**src/hw/cdr_limits_defines.vh**
```
// Constants for the recovery limit and supply status register block.
`ifndef CDR_LIMITS_DEFINES_VH
`define CDR_LIMITS_DEFINES_VH

// Register addresses (7-bit).
`define ADDR_CDR_CTRL2 7'h3d
`define ADDR_UPPER_LIMIT 7'h3e
`define ADDR_LOWER_LIMIT 7'h3f
`define ADDR_SUPPLY_STAT1 7'h40

// Reset values.
`define RST_UPPER_LIMIT 8'ha8
`define RST_LOWER_LIMIT 8'h98
`define RST_CLK_SEL 2'h0
`define RST_STATUS 8'h00

// Frame layout.
`define FRAME_BITS 5'h10
`define MODE_BIT 7
`define LAST_BIT_COUNT 5'h0f
`define CMD_LAST_BIT 5'h07

// Supply status bit positions.
`define STAT_RESERVED_MASK 8'hdf
`define BIT_IO_WARN 0

// Mode codes.
`define MODE_INIT 3'h0
`define MODE_NORMAL 3'h1
`define MODE_STOP 3'h2
`define MODE_SLEEP 3'h3
`define MODE_RESTART 3'h4

// Recovery clock select codes and their divide ratios from the 80 MHz source.
`define CLK_SEL_80 2'h0
`define CLK_SEL_40 2'h1
`define CLK_SEL_20 2'h2
`define CLK_SEL_10 2'h3
`define DIV_W 3

`endif

```
**src/hw/recovery_clock_divider.v**
```verilog
// Enable-pulse divider giving the recovery clock rate from the oscillator.
`timescale 1ns/1ps
`include "cdr_limits_defines.vh"

module recovery_clock_divider (
    // Clock and reset.
    input wire clock_i,
    input wire reset_i,
    // Select code.
    input wire [1:0] sel_i,
    // One-cycle tick at the selected rate.
    output reg tick_o
);
    // Free running counter.
    reg [`DIV_W-1:0] count_reg;
    // Terminal count for the selected division.
    reg [`DIV_W-1:0] limit;

    // Code 00 ticks every cycle, then 1/2, 1/4, 1/8 of it.
    always @* begin
        case (sel_i)
            `CLK_SEL_80: limit = 3'h0;
            `CLK_SEL_40: limit = 3'h1;
            `CLK_SEL_20: limit = 3'h3;
            default: limit = 3'h7;
        endcase
    end

    // Count and pulse at the limit.
    always @(posedge clock_i) begin
        if (reset_i) begin
            count_reg <= 3'h0;
            tick_o <= 1'b0;
        end else if (count_reg >= limit) begin
            count_reg <= 3'h0;
            tick_o <= 1'b1;
        end else begin
            count_reg <= count_reg + 3'h1;
            tick_o <= 1'b0;
        end
    end
endmodule // recovery_clock_divider

```
**src/hw/cdr_limits_and_supply_status.v**
```verilog
// Register bank slice: recovery clock select, bit-time limits, supply status one.
`timescale 1ns/1ps
`include "cdr_limits_defines.vh"

module cdr_limits_and_supply_status (
    // Clock and reset.
    input wire clock_i,
    input wire reset_i,
    // Serial link pins from the host.
    input wire spi_clk_i,
    input wire spi_cs_n_i,
    input wire spi_mosi_i,
    output reg spi_miso_o,
    // Supply detection events, one bit each.
    input wire boost_sense_low_voltage_i,
    input wire battery_undervoltage_i,
    input wire ext_supply_overcurrent_i,
    input wire ext_supply_undervoltage_i,
    input wire ext_supply_overtemperature_i,
    input wire io_supply_overvoltage_i,
    input wire io_supply_prewarning_i,
    input wire io_supply_short_i,
    // Device mode and reset output state.
    input wire [2:0] device_mode_i,
    input wire reset_output_n_i,
    // Recovered bit time from the measurement unit.
    input wire [7:0] measured_bit_time_i,
    input wire measure_valid_i,
    input wire frame_start_i,
    // Recovery outputs.
    output reg [7:0] clamped_bit_time_o,
    output reg clamped_valid_o,
    output reg recovery_tick_o,
    output reg [1:0] clock_select_o
);
    // ------------------------------------------------------------------
    // Pin synchronisers
    // ------------------------------------------------------------------
    // First and second stages for serial clock, select and data.
    reg [2:0] pin_meta_reg;
    reg [2:0] pin_sync_reg;
    // Previous synchronised serial clock, for edge finding.
    reg sclk_prev_reg;
    // Two stages for the asynchronous supply events other than the IO short.
    reg [7:0] evt_meta_reg;
    reg [7:0] evt_sync_reg;

    // Only the second stages are read by logic.
    always @(posedge clock_i) begin
        if (reset_i) begin
            pin_meta_reg <= 3'h1;
            pin_sync_reg <= 3'h1;
            sclk_prev_reg <= 1'b0;
            evt_meta_reg <= `RST_STATUS;
            evt_sync_reg <= `RST_STATUS;
        end else begin
            pin_meta_reg <= {spi_clk_i, spi_mosi_i, spi_cs_n_i};
            pin_sync_reg <= pin_meta_reg;
            sclk_prev_reg <= pin_sync_reg[2];
            evt_meta_reg <= {boost_sense_low_voltage_i, battery_undervoltage_i, 1'b0,
                ext_supply_overcurrent_i, ext_supply_undervoltage_i,
                ext_supply_overtemperature_i, io_supply_overvoltage_i,
                io_supply_prewarning_i};
            evt_sync_reg <= evt_meta_reg;
        end
    end

    // Decoded pin levels and edges.
    wire sclk_s = pin_sync_reg[2];
    wire mosi_s = pin_sync_reg[1];
    wire cs_n_s = pin_sync_reg[0];
    wire sclk_rise = sclk_s & ~sclk_prev_reg;
    wire sclk_fall = ~sclk_s & sclk_prev_reg;

    // ------------------------------------------------------------------
    // Registers
    // ------------------------------------------------------------------
    // Upper and lower limit as written by software.
    reg [7:0] upper_limit_reg;
    reg [7:0] lower_limit_reg;
    // Limits in force for the frame being measured.
    reg [7:0] active_upper_reg;
    reg [7:0] active_lower_reg;
    // Recovery clock select field.
    reg [1:0] clk_sel_reg;
    // Supply fail status one.
    reg [7:0] supply_stat_reg;
    // Whether the reset output has released since power-up.
    reg reset_released_reg;

    // ------------------------------------------------------------------
    // Serial frame engine
    // ------------------------------------------------------------------
    // Shift register for received bits, count and answer byte.
    reg [15:0] rx_shift_reg;
    reg [4:0] bit_count_reg;
    reg [7:0] tx_shift_reg;
    // Captured command: address and mode bit.
    reg [6:0] cmd_addr_reg;
    reg cmd_clear_reg;
    // One-cycle strobe when a full frame has ended.
    reg frame_done_reg;
    // Frame-level states, one-hot.
    localparam ST_IDLE = 3'b001;
    localparam ST_CMD = 3'b010;
    localparam ST_DATA = 3'b100;
    reg [2:0] state_reg;

    // Read-back value of the register at an address.
    function [7:0] read_value;
        input [6:0] addr;
        input [1:0] sel;
        input [7:0] up;
        input [7:0] lo;
        input [7:0] stat;
        begin
            if (addr == `ADDR_CDR_CTRL2) begin
                read_value = {6'h00, sel};
            end else if (addr == `ADDR_UPPER_LIMIT) begin
                read_value = up;
            end else if (addr == `ADDR_LOWER_LIMIT) begin
                read_value = lo;
            end else if (addr == `ADDR_SUPPLY_STAT1) begin
                read_value = stat & `STAT_RESERVED_MASK;
            end else begin
                read_value = 8'h00;
            end
        end
    endfunction

    // Frame bits arrive MSB-first as bits 15..0 of the word; the first byte holds
    // the address and mode, the second the data byte (frame bits 8..15 = D0..D7).
    always @(posedge clock_i) begin
        if (reset_i) begin
            state_reg <= ST_IDLE;
            rx_shift_reg <= 16'h0000;
            bit_count_reg <= 5'h00;
            tx_shift_reg <= 8'h00;
            cmd_addr_reg <= 7'h00;
            cmd_clear_reg <= 1'b0;
            frame_done_reg <= 1'b0;
            spi_miso_o <= 1'b0;
        end else begin
            frame_done_reg <= 1'b0;
            case (state_reg)
                ST_IDLE: begin
                    // Wait for the host to select the device.
                    bit_count_reg <= 5'h00;
                    if (!cs_n_s) begin
                        state_reg <= ST_CMD;
                    end
                end
                ST_CMD, ST_DATA: begin
                    if (cs_n_s) begin
                        // Frame ends; act only on exactly sixteen bits.
                        state_reg <= ST_IDLE;
                        frame_done_reg <= (bit_count_reg == `FRAME_BITS);
                        // A cut frame must not leave the data line standing high.
                        spi_miso_o <= 1'b0;
                    end else if (sclk_rise) begin
                        rx_shift_reg <= {rx_shift_reg[14:0], mosi_s};
                        // Count one past sixteen so that a longer frame is refused too.
                        if (bit_count_reg <= `FRAME_BITS) begin
                            bit_count_reg <= bit_count_reg + 5'h01;
                        end
                        if (bit_count_reg == `CMD_LAST_BIT) begin
                            // Command byte complete: latch address, mode and answer.
                            cmd_addr_reg <= rx_shift_reg[6:0];
                            cmd_clear_reg <= mosi_s;
                            tx_shift_reg <= read_value(rx_shift_reg[6:0], clk_sel_reg,
                                upper_limit_reg, lower_limit_reg, supply_stat_reg);
                            state_reg <= ST_DATA;
                        end
                    end else if (sclk_fall && state_reg == ST_DATA) begin
                        // Shift out the data byte with D0 first at frame bit 8.
                        spi_miso_o <= tx_shift_reg[0];
                        tx_shift_reg <= {1'b0, tx_shift_reg[7:1]};
                    end
                end
                default: begin
                    state_reg <= ST_IDLE;
                end
            endcase
        end
    end

    // Received data byte with D0 at the earliest data bit.
    wire [7:0] rx_data;
    genvar gi;
    generate
        for (gi = 0; gi < 8; gi = gi + 1) begin : g_bitmap
            assign rx_data[gi] = rx_shift_reg[7 - gi];
        end
    endgenerate

    // A write to a control register uses mode one; status registers ignore data.
    wire do_write = frame_done_reg & cmd_clear_reg;
    wire do_clear = frame_done_reg & cmd_clear_reg & (cmd_addr_reg == `ADDR_SUPPLY_STAT1);

    // ------------------------------------------------------------------
    // Control registers
    // ------------------------------------------------------------------
    // Software writes limits and clock select.
    always @(posedge clock_i) begin
        if (reset_i) begin
            upper_limit_reg <= `RST_UPPER_LIMIT;
            lower_limit_reg <= `RST_LOWER_LIMIT;
            clk_sel_reg <= `RST_CLK_SEL;
        end else if (do_write) begin
            if (cmd_addr_reg == `ADDR_CDR_CTRL2) begin
                clk_sel_reg <= rx_data[1:0];
            end else if (cmd_addr_reg == `ADDR_UPPER_LIMIT) begin
                upper_limit_reg <= rx_data;
            end else if (cmd_addr_reg == `ADDR_LOWER_LIMIT) begin
                lower_limit_reg <= rx_data;
            end
        end
    end

    // Limits move into force only at the start of a recovered frame.
    always @(posedge clock_i) begin
        if (reset_i) begin
            active_upper_reg <= `RST_UPPER_LIMIT;
            active_lower_reg <= `RST_LOWER_LIMIT;
        end else if (frame_start_i) begin
            active_upper_reg <= upper_limit_reg;
            active_lower_reg <= lower_limit_reg;
        end
    end

    // ------------------------------------------------------------------
    // Bit-time clamp
    // ------------------------------------------------------------------
    // Out-of-range measurements are pulled to the nearest limit.
    always @(posedge clock_i) begin
        if (reset_i) begin
            clamped_bit_time_o <= 8'h00;
            clamped_valid_o <= 1'b0;
        end else begin
            clamped_valid_o <= measure_valid_i;
            if (measure_valid_i) begin
                if (measured_bit_time_i > active_upper_reg) begin
                    clamped_bit_time_o <= active_upper_reg;
                end else if (measured_bit_time_i < active_lower_reg) begin
                    clamped_bit_time_o <= active_lower_reg;
                end else begin
                    clamped_bit_time_o <= measured_bit_time_i;
                end
            end
        end
    end

    // ------------------------------------------------------------------
    // Recovery clock rate
    // ------------------------------------------------------------------
    wire div_tick;

    recovery_clock_divider u_divider (
        .clock_i(clock_i),
        .reset_i(reset_i),
        .sel_i(clk_sel_reg),
        .tick_o(div_tick)
    );

    // Register the tick and select for clean outputs.
    always @(posedge clock_i) begin
        if (reset_i) begin
            recovery_tick_o <= 1'b0;
            clock_select_o <= `RST_CLK_SEL;
        end else begin
            recovery_tick_o <= div_tick;
            clock_select_o <= clk_sel_reg;
        end
    end

    // ------------------------------------------------------------------
    // Supply fail status one
    // ------------------------------------------------------------------
    // Tracks the first release of the reset output.
    always @(posedge clock_i) begin
        if (reset_i) begin
            reset_released_reg <= 1'b0;
        end else if (reset_output_n_i) begin
            reset_released_reg <= 1'b1;
        end
    end

    // Prewarning may update only in permitted modes or during an IO short.
    reg warn_allowed;
    always @* begin
        warn_allowed = 1'b0;
        if (io_supply_short_i) begin
            warn_allowed = 1'b1;
        end else if (device_mode_i == `MODE_NORMAL || device_mode_i == `MODE_STOP) begin
            warn_allowed = 1'b1;
        end else if (device_mode_i == `MODE_INIT) begin
            warn_allowed = reset_released_reg;
        end
    end

    // Only the prewarning event gated; reserved bit never set.
    wire [7:0] set_mask = (evt_sync_reg & `STAT_RESERVED_MASK
        & ~(8'h01 << `BIT_IO_WARN)) | ({7'h00, warn_allowed} & evt_sync_reg);

    // Bits latch; a clear drops them, but a same-cycle event wins.
    always @(posedge clock_i) begin
        if (reset_i) begin
            supply_stat_reg <= `RST_STATUS;
        end else if (do_clear) begin
            supply_stat_reg <= set_mask;
        end else begin
            supply_stat_reg <= supply_stat_reg | set_mask;
        end
    end
endmodule // cdr_limits_and_supply_status

```
**config.mk**
```make
export PLATFORM = sky130hd
export DESIGN_NAME = cdr_limits_and_supply_status
export DESIGN_NICKNAME = d
export VERILOG_FILES = /design/src/hw/recovery_clock_divider.v /design/src/hw/cdr_limits_and_supply_status.v
export VERILOG_INCLUDE_DIRS = /design/src /design/src/hw
export SDC_FILE = /design/constraint.sdc
export NUM_CORES = 1
export LEC_CHECK = 0
export BUFFER_PORTS_ARGS = -buffer_cell sky130_fd_sc_hd__buf_2
export CELL_PAD_IN_SITES_DETAIL_PLACEMENT = 2
export CELL_PAD_IN_SITES_GLOBAL_PLACEMENT = 2
export CORE_UTILIZATION = 37
export CTS_CLUSTER_DIAMETER = 40
export DETAILED_ROUTE_END_ITERATION = 10
export PLACE_DENSITY = 0.77
export SKIP_CTS_REPAIR_TIMING = 1
export SKIP_LAST_GASP = 1
export SLEW_MARGIN = 10
export SYNTH_ARGS = -nofsm -noshare
export SYNTH_HDL_FRONTEND = slang
export SYNTH_SLANG_ARGS = --single-unit
```
**constraint.sdc**
```tcl
create_clock -name clock_i -period 2.25 [get_ports clock_i]
set_input_delay 0.3375 -clock clock_i [delete_from_list [all_inputs] [get_ports clock_i]]
set_output_delay 0.3375 -clock clock_i [all_outputs]
set_load 0.01 [all_outputs]
```
==> Word level (Yosys, flattened, before mapping) <==
Cells that the tools add are included.
{ "word_totals": {"memories": 0, "output_inout_bits": 13, "romBits": 0, "inputBits": 27, "ff_bits": 116, "word_cells": 117, "ram_bits": 0, "latchBits": 0} }
{ "op_classes": {"magnitude_cmp": 4, "multipliers": 0, "reduce_logical": 19, "n_bitwise": 13, "addsub": 2, "n_div": 0, "n_shift": 0, "muxes": 27, "n_eq_ne": 25} }
{ "ops": {"columns": ["operator", "count"], "rows": [
  ["$mux W8", 10],
  ["$eq A7 B6 Y1 const B", 6],
  ["$or A8 B8 Y8", 2],
  ["$reduce_and A4 Y1", 4],
  ["$mux W5", 3],
  ["$eq A7 B7 Y1 const B", 2],
  ["$mux W3", 4],
  ["$reduce_and A3 Y1", 4],
  ["$ne A2 B2 Y1 const B", 5],
  ["$pmux W5 S2", 1],
  ["$pmux W3 S3", 1],
  ["$and A1 B8 Y8", 1],
  ["$gt A8 B8 Y1", 1],
  ["$lt A8 B8 Y1", 1],
  ["$mux W1", 7],
  ["$eq A3 B1 Y1 const B", 2],
  ["$eq A3 B2 Y1 const B", 2],
  ["$ne A3 B3 Y1 const B", 2],
  ["$not A1 Y1", 6],
  ["$pmux W3 S2", 1],
  ["$reduce_bool A2 Y1", 3],
  ["$add A5 B1 Y5 const B", 1],
  ["$eq A5 B3 Y1 const B", 1],
  ["$eq A5 B5 Y1 const B", 1],
  ["other kinds (15)", 19]
]} }

==> Logic depth before layout (Yosys ltp) <==
{ "depth": {"word_depth": 8, "mapped_depth": 7, "ltp_nobuf": 7} }

==> Cells and area by module <==
A second synthesis with hierarchy kept.
{ "hier_totals": {"hier_cells": 512, "hier_area_um2": 4813.4} }
{ "modules_own_cells": {"columns": ["module", "seq_area_each_um2", "instances", "area_per_inst_um2", "cells_per_inst"], "rows": [
  ["cdr_limits_and_supply_status", 2182.1, 1, 4594.4, 491],
  ["recovery_clock_divider", 80.1, 1, 219.0, 21]
]} }

==> Worst setup path after synthesis <==
Ideal clock, no wire load.
{ "synth_timing": {"path_kind": "reg2reg", "startpoint": "register active_lower_reg[1]", "endpoint": "register clamped_bit_time_o[0]", "setup_ns": 0.140, "synth_period_minus_slack_ns": 1.942, "path_stages_with_launch": 7, "n_path_buf": 0, "arrival_time_ns": 1.802, "required_time_ns": 2.110, "path_slack_ns": 0.308, "cell_sequence": "dfxtp_1 > inv_1 > ha_1 > a2111o_1 > a211oi_4 > mux2i_1 > o221ai_1"} }
{ "synth_via": {"elab_chain_cells": 3} }
{ "synth_rtl": {"columns": ["element", "line", "text"], "rows": [
  ["start, declared", "cdr_limits_and_supply_status.v:83", "reg [7:0] active_lower_reg;"],
  ["start signal, assigned", "cdr_limits_and_supply_status.v:224", "active_lower_reg <= `RST_LOWER_LIMIT;"],
  ["start signal, assigned", "cdr_limits_and_supply_status.v:227", "active_lower_reg <= lower_limit_reg;"],
  ["$lt A8 B8 Y1", "cdr_limits_and_supply_status.v:244", "end else if (measured_bit_time_i < active_lower_reg) begin"],
  ["$mux W8", "cdr_limits_and_supply_status.v:244", null],
  ["$mux W8", "cdr_limits_and_supply_status.v:242", "if (measured_bit_time_i > active_upper_reg) begin"],
  ["end signal, assigned", "cdr_limits_and_supply_status.v:243", "clamped_bit_time_o <= active_upper_reg;"],
  ["end signal, assigned", "cdr_limits_and_supply_status.v:245", "clamped_bit_time_o <= active_lower_reg;"],
  ["end signal, assigned", "cdr_limits_and_supply_status.v:247", "clamped_bit_time_o <= measured_bit_time_i;"],
  ["end, declared", "cdr_limits_and_supply_status.v:31", "output reg [7:0] clamped_bit_time_o,"]
]} }
No other way between the ends.
A chain may end at the register's enable or synchronous reset.

==> Final worst setup path <==
{ "layout_timing": {"startpoint": "register bit_count_reg[1]", "endpoint": "register tx_shift_reg[5]"} }
{ "layout_via": {"elab_chain_cells": 3} }
{ "layout_rtl": {"columns": ["element", "line", "text"], "rows": [
  ["start, declared", "cdr_limits_and_supply_status.v:96", "reg [4:0] bit_count_reg;"],
  ["start signal, assigned", "cdr_limits_and_supply_status.v:164", "bit_count_reg <= bit_count_reg + 5'h01;"],
  ["$eq A5 B3 Y1 (no line)", null, null],
  ["$ne A2 B1 Y1 (no line)", null, null],
  ["$reduce_and A4 Y1 (no line)", null, null],
  ["end signal, assigned", "cdr_limits_and_supply_status.v:170", "tx_shift_reg <= read_value(rx_shift_reg[6:0], clk_sel_reg,"],
  ["end signal, assigned", "cdr_limits_and_supply_status.v:177", "tx_shift_reg <= {1'b0, tx_shift_reg[7:1]};"],
  ["end, declared", "cdr_limits_and_supply_status.v:97", "reg [7:0] tx_shift_reg;"]
]} }
No other way between the ends.

==> qor.log <==
[cts] clock slew at reported path FFs 50 ps
[placed_design] last weighted congestion value of the routability-driven placer 0.7653
[worst_setup_path] CP max stage delay 530 ps
[synth] Avg Synthesized Cell Area 9.437 sq um
[final_layout] fraction of final layout cells with drive strength greater than 1 16.81%
[synth] flops & latches, synth 113
[synth] Synth Warn # 0
[drt] Remaining DRCs 0
[cts] Clk Latency, worst-skew pair 420 ps
[floorplanning] Initial Util 38.28%
[cts] clock root buffer master clkbuf_16
[drt] Avg Vias per Cell 5.284
[cts] count of H-tree levels built during CTS 4
[synth] top_reg_cell synth dfxtp_1
[global_routing] initial antenna violation count 0
[timing] Final setup viols 0
[floorplanning] row cnt 41
[timing] minimum hold slack 109.0 ps
[pwr] Leakage Power 2.401 nW
[final_layout] most common library cell in the layout ignoring fill and taps dfxtp_1
[synth] number of flops mapped to enable cells by yosys 0
[final_layout] Sequential cell area 2262 sq um
[synth] Area contributors post-synth dfxtp_1 46%, mux2i_1 9.5%, ha_1 5.4%, nor2_1 4.1%, a21oi_1 3.1%
[worst_setup_path] Crit Path Class flop to flop
[pwr] power density of the placed cells 835.9 nW/um^2
[synth] Synth Cell Area 4870 sq um
[hold_path] kind of path behind the tightest hold check input port to flop
[global_routing] global-route total usage across every layer 22.21%
[cts] Num CTS Buffers 17
[timing] Final period util 91.86%
[cts] Clock Sinks 113
[synth] number of distinct library cells after synthesis 59
[floorplanning] floorplan die height 116.7 um
[worst_setup_path] Worst EP required 2530 ps
[drt] Detailed Route Iter0 Violations 131
[drt] WL per Instance 18.75 um
[synth] Syn Nets 564
[global_routing] global-route congestion overflow total 0
[timing] RSZ-0062 raised after global routing no
[timing] setup tns final 0 ps
[placed_design] IO buf count 39
[synth] cell count after synthesis 516
[drt] final wirelength 14.04 mm
[final_layout] Multi-input gate area 2396 sq um
[worst_setup_path] ordered list of cells on the worst path ha_1, nand2_1, or4_1, a21boi_1, buf_4, mux2i_1, a21oi_1
[floorplanning] number of top-level pins 40
[global_routing] largest net degree at the start of global routing 35
[final_layout] Post-layout nets 612
[timing] Worst Max-Slew Pin Slew 698.7 ps
[synth] sequential area share after synthesis 46.45%
[job] Max-Cap Viols 0
[timing] final hold violations 0
[final_layout] Synth-to-Final Area Change 20.35%
[timing] time the worst path needs with I/O delays and setup 2067 ps
[pwr] proportion of power drawn by combinational gates 5.4%
[final_layout] commonest cells after routing, fill and taps aside 113 x dfxtp_1, 53 x nor2_1, 46 x mux2i_1
[drt] total number of vias 3958
[timing] number of slew-limit violations in the final report 0
[pwr] proportion of power drawn by flip-flops and latches 42.4%
[floorplanning] core box area 12720 sq um
[synth] cell type contributing the most total cell area after synthesis dfxtp_1
[floorplanning] die area 13620 sq um
[worst_setup_path] arrival time of data at the critical path endpoint 2340 ps
[pwr] peak supply drop 478.6 uV
[global_routing] via count of the first global-routing pass 4362
[worst_setup_path] type of destination of the critical path flop
[pwr] Sw Ratio 22.08%
[pwr] switching power of the nets 1.082 mW
[worst_setup_path] critical path's slowest cell or4_1
[synth] top cell type's share of synthesized area 46.45%
[timing] Highest Clock Rate 483.8 MHz
[final_layout] total inserted antenna cells 0
[worst_setup_path] kind of launch point of the worst setup path flop
[run_status] run status complete, no violations
[global_routing] global-route wire length before repair 22.26 mm
[placed_design] dpl hpwl 9.800 mm
[floorplanning] Die Span X 116.7 um
[cts] clock tree from TritonCTS yes
[worst_setup_path] crit path max fanout 11
[synth] asr flop ratio synth 0%
[timing] largest clock skew in the final design 5.918 ps
[pwr] relative contribution of the clock network to total power 52.2%
[drt] drt first pass iters 5
[drt] antenna-violating nets left 0
[timing] relative slew slack 53.08%
[cts] buffer levels on the longest clock path 2
[final_layout] Filler Cell Count 1404
[pwr] cell-internal power 3.817 mW
## routing by layer
| metal | GRT usage [%] | wire, um | up-vias |
|---|---|---|---|
| li1 | - | - | 1903 |
| met1 | 24.12 | 6064 | 1950 |
| met2 | 40.51 | 7165 | 78 |
| met3 | 4.774 | 391 | 27 |
| met4 | 11.48 | 420 | 0 |
| met5 | 0 | 0 | - |
## cells in the mapped netlist (4+ instances only)
master and instances:
dfxtp_1 113, nor2_1 53, mux2i_1 46, nand2_1 35, a21oi_1 30, inv_1 29
nor2b_1 24, ha_1 21, clkbuf_1 19, nand3_1 17, o211ai_1 11, nand3b_1 9
o221ai_1 7, nand2b_1 6, o21ai_0 6, or2_2 6, and2_1 5, nand4_1 5
buf_2 4, nor3_1 4
## power groups by stage
stage | combinational [mW] | clock, mW | sequential (mW)
after CTS | 0.271 | 2.61 | 2.08
after global placement | 0.252 | 0 | 2.11
after detailed placement | 0.267 | 0 | 2.12
final | 0.266 | 2.56 | 2.08
after global routing | 0.292 | 2.69 | 2.08
after floorplan | 0.156 | 0 | 2.11
## worst max-delay path: cells and delay by family (launching register included)
kind | cells | cell delay, ps
simple gates | 2 | 610
flops | 1 | 390
compound gates | 2 | 250
mux | 1 | 240
fa+ha+maj | 1 | 210
buf+inv | 1 | 210
## area by class of cell
| class | count | area share (%) |
|---|---|---|
| clock buffer | 27 | 8.753 |
| clock inverter | 5 | 0.8540 |
| inverter | 29 | 1.857 |
| multi-input combinational | 348 | 40.88 |
| sequential | 113 | 38.60 |
| tap | 172 | 3.672 |
| timing repair buffer | 55 | 5.380 |
## through the flow
stage / setup slack [ps] / instance area, sq um / utilization, % / total power [mW] / instances
after detailed placement: 121.4 / 5298 / 41.64 / 2.385 / 717
after CTS: 185.5 / 5861 / 46.07 / 4.962 / 749
after global placement: 251.8 / 5298 / 41.64 / 2.366 / 717
after global routing: 38.67 / 5861 / 46.07 / 5.065 / 749
final: 183.2 / 5861 / 46.07 / 4.899 / 749
after floorplan: 307.9 / 4870 / - / 2.271 / 516
## kinds of logic (layout without fill, tap and decap cells)
| family | Yosys count | count (layout) | synth area share, % |
|---|---|---|---|
| AOI/OAI and AO/OA | 88 | 88 | 13.05 |
| xor gates and xnor gates | 5 | 5 | 0.8994 |
| adders and majority gates | 21 | 21 | 5.396 |
| buffers and inverters | 55 | 116 | 4.342 |
| DFF | 113 | 113 | 46.45 |
| muxes | 48 | 48 | 9.918 |
| and+or+nand+nor | 186 | 186 | 19.94 |
## worst paths after layout
check / start / to / slack, ps / cells after the start
max: bit_count_reg[1] / tx_shift_reg[5] / 180 / 7
min: spi_cs_n_i / pin_meta_reg[0] / 110 / 2
max reg2reg: bit_count_reg[1] / tx_shift_reg[5] / 180 / 7
min reg2reg: pin_meta_reg[0] / pin_sync_reg[0] / 420 / 1
No activity file was read; power rests on OpenSTA's default activity.
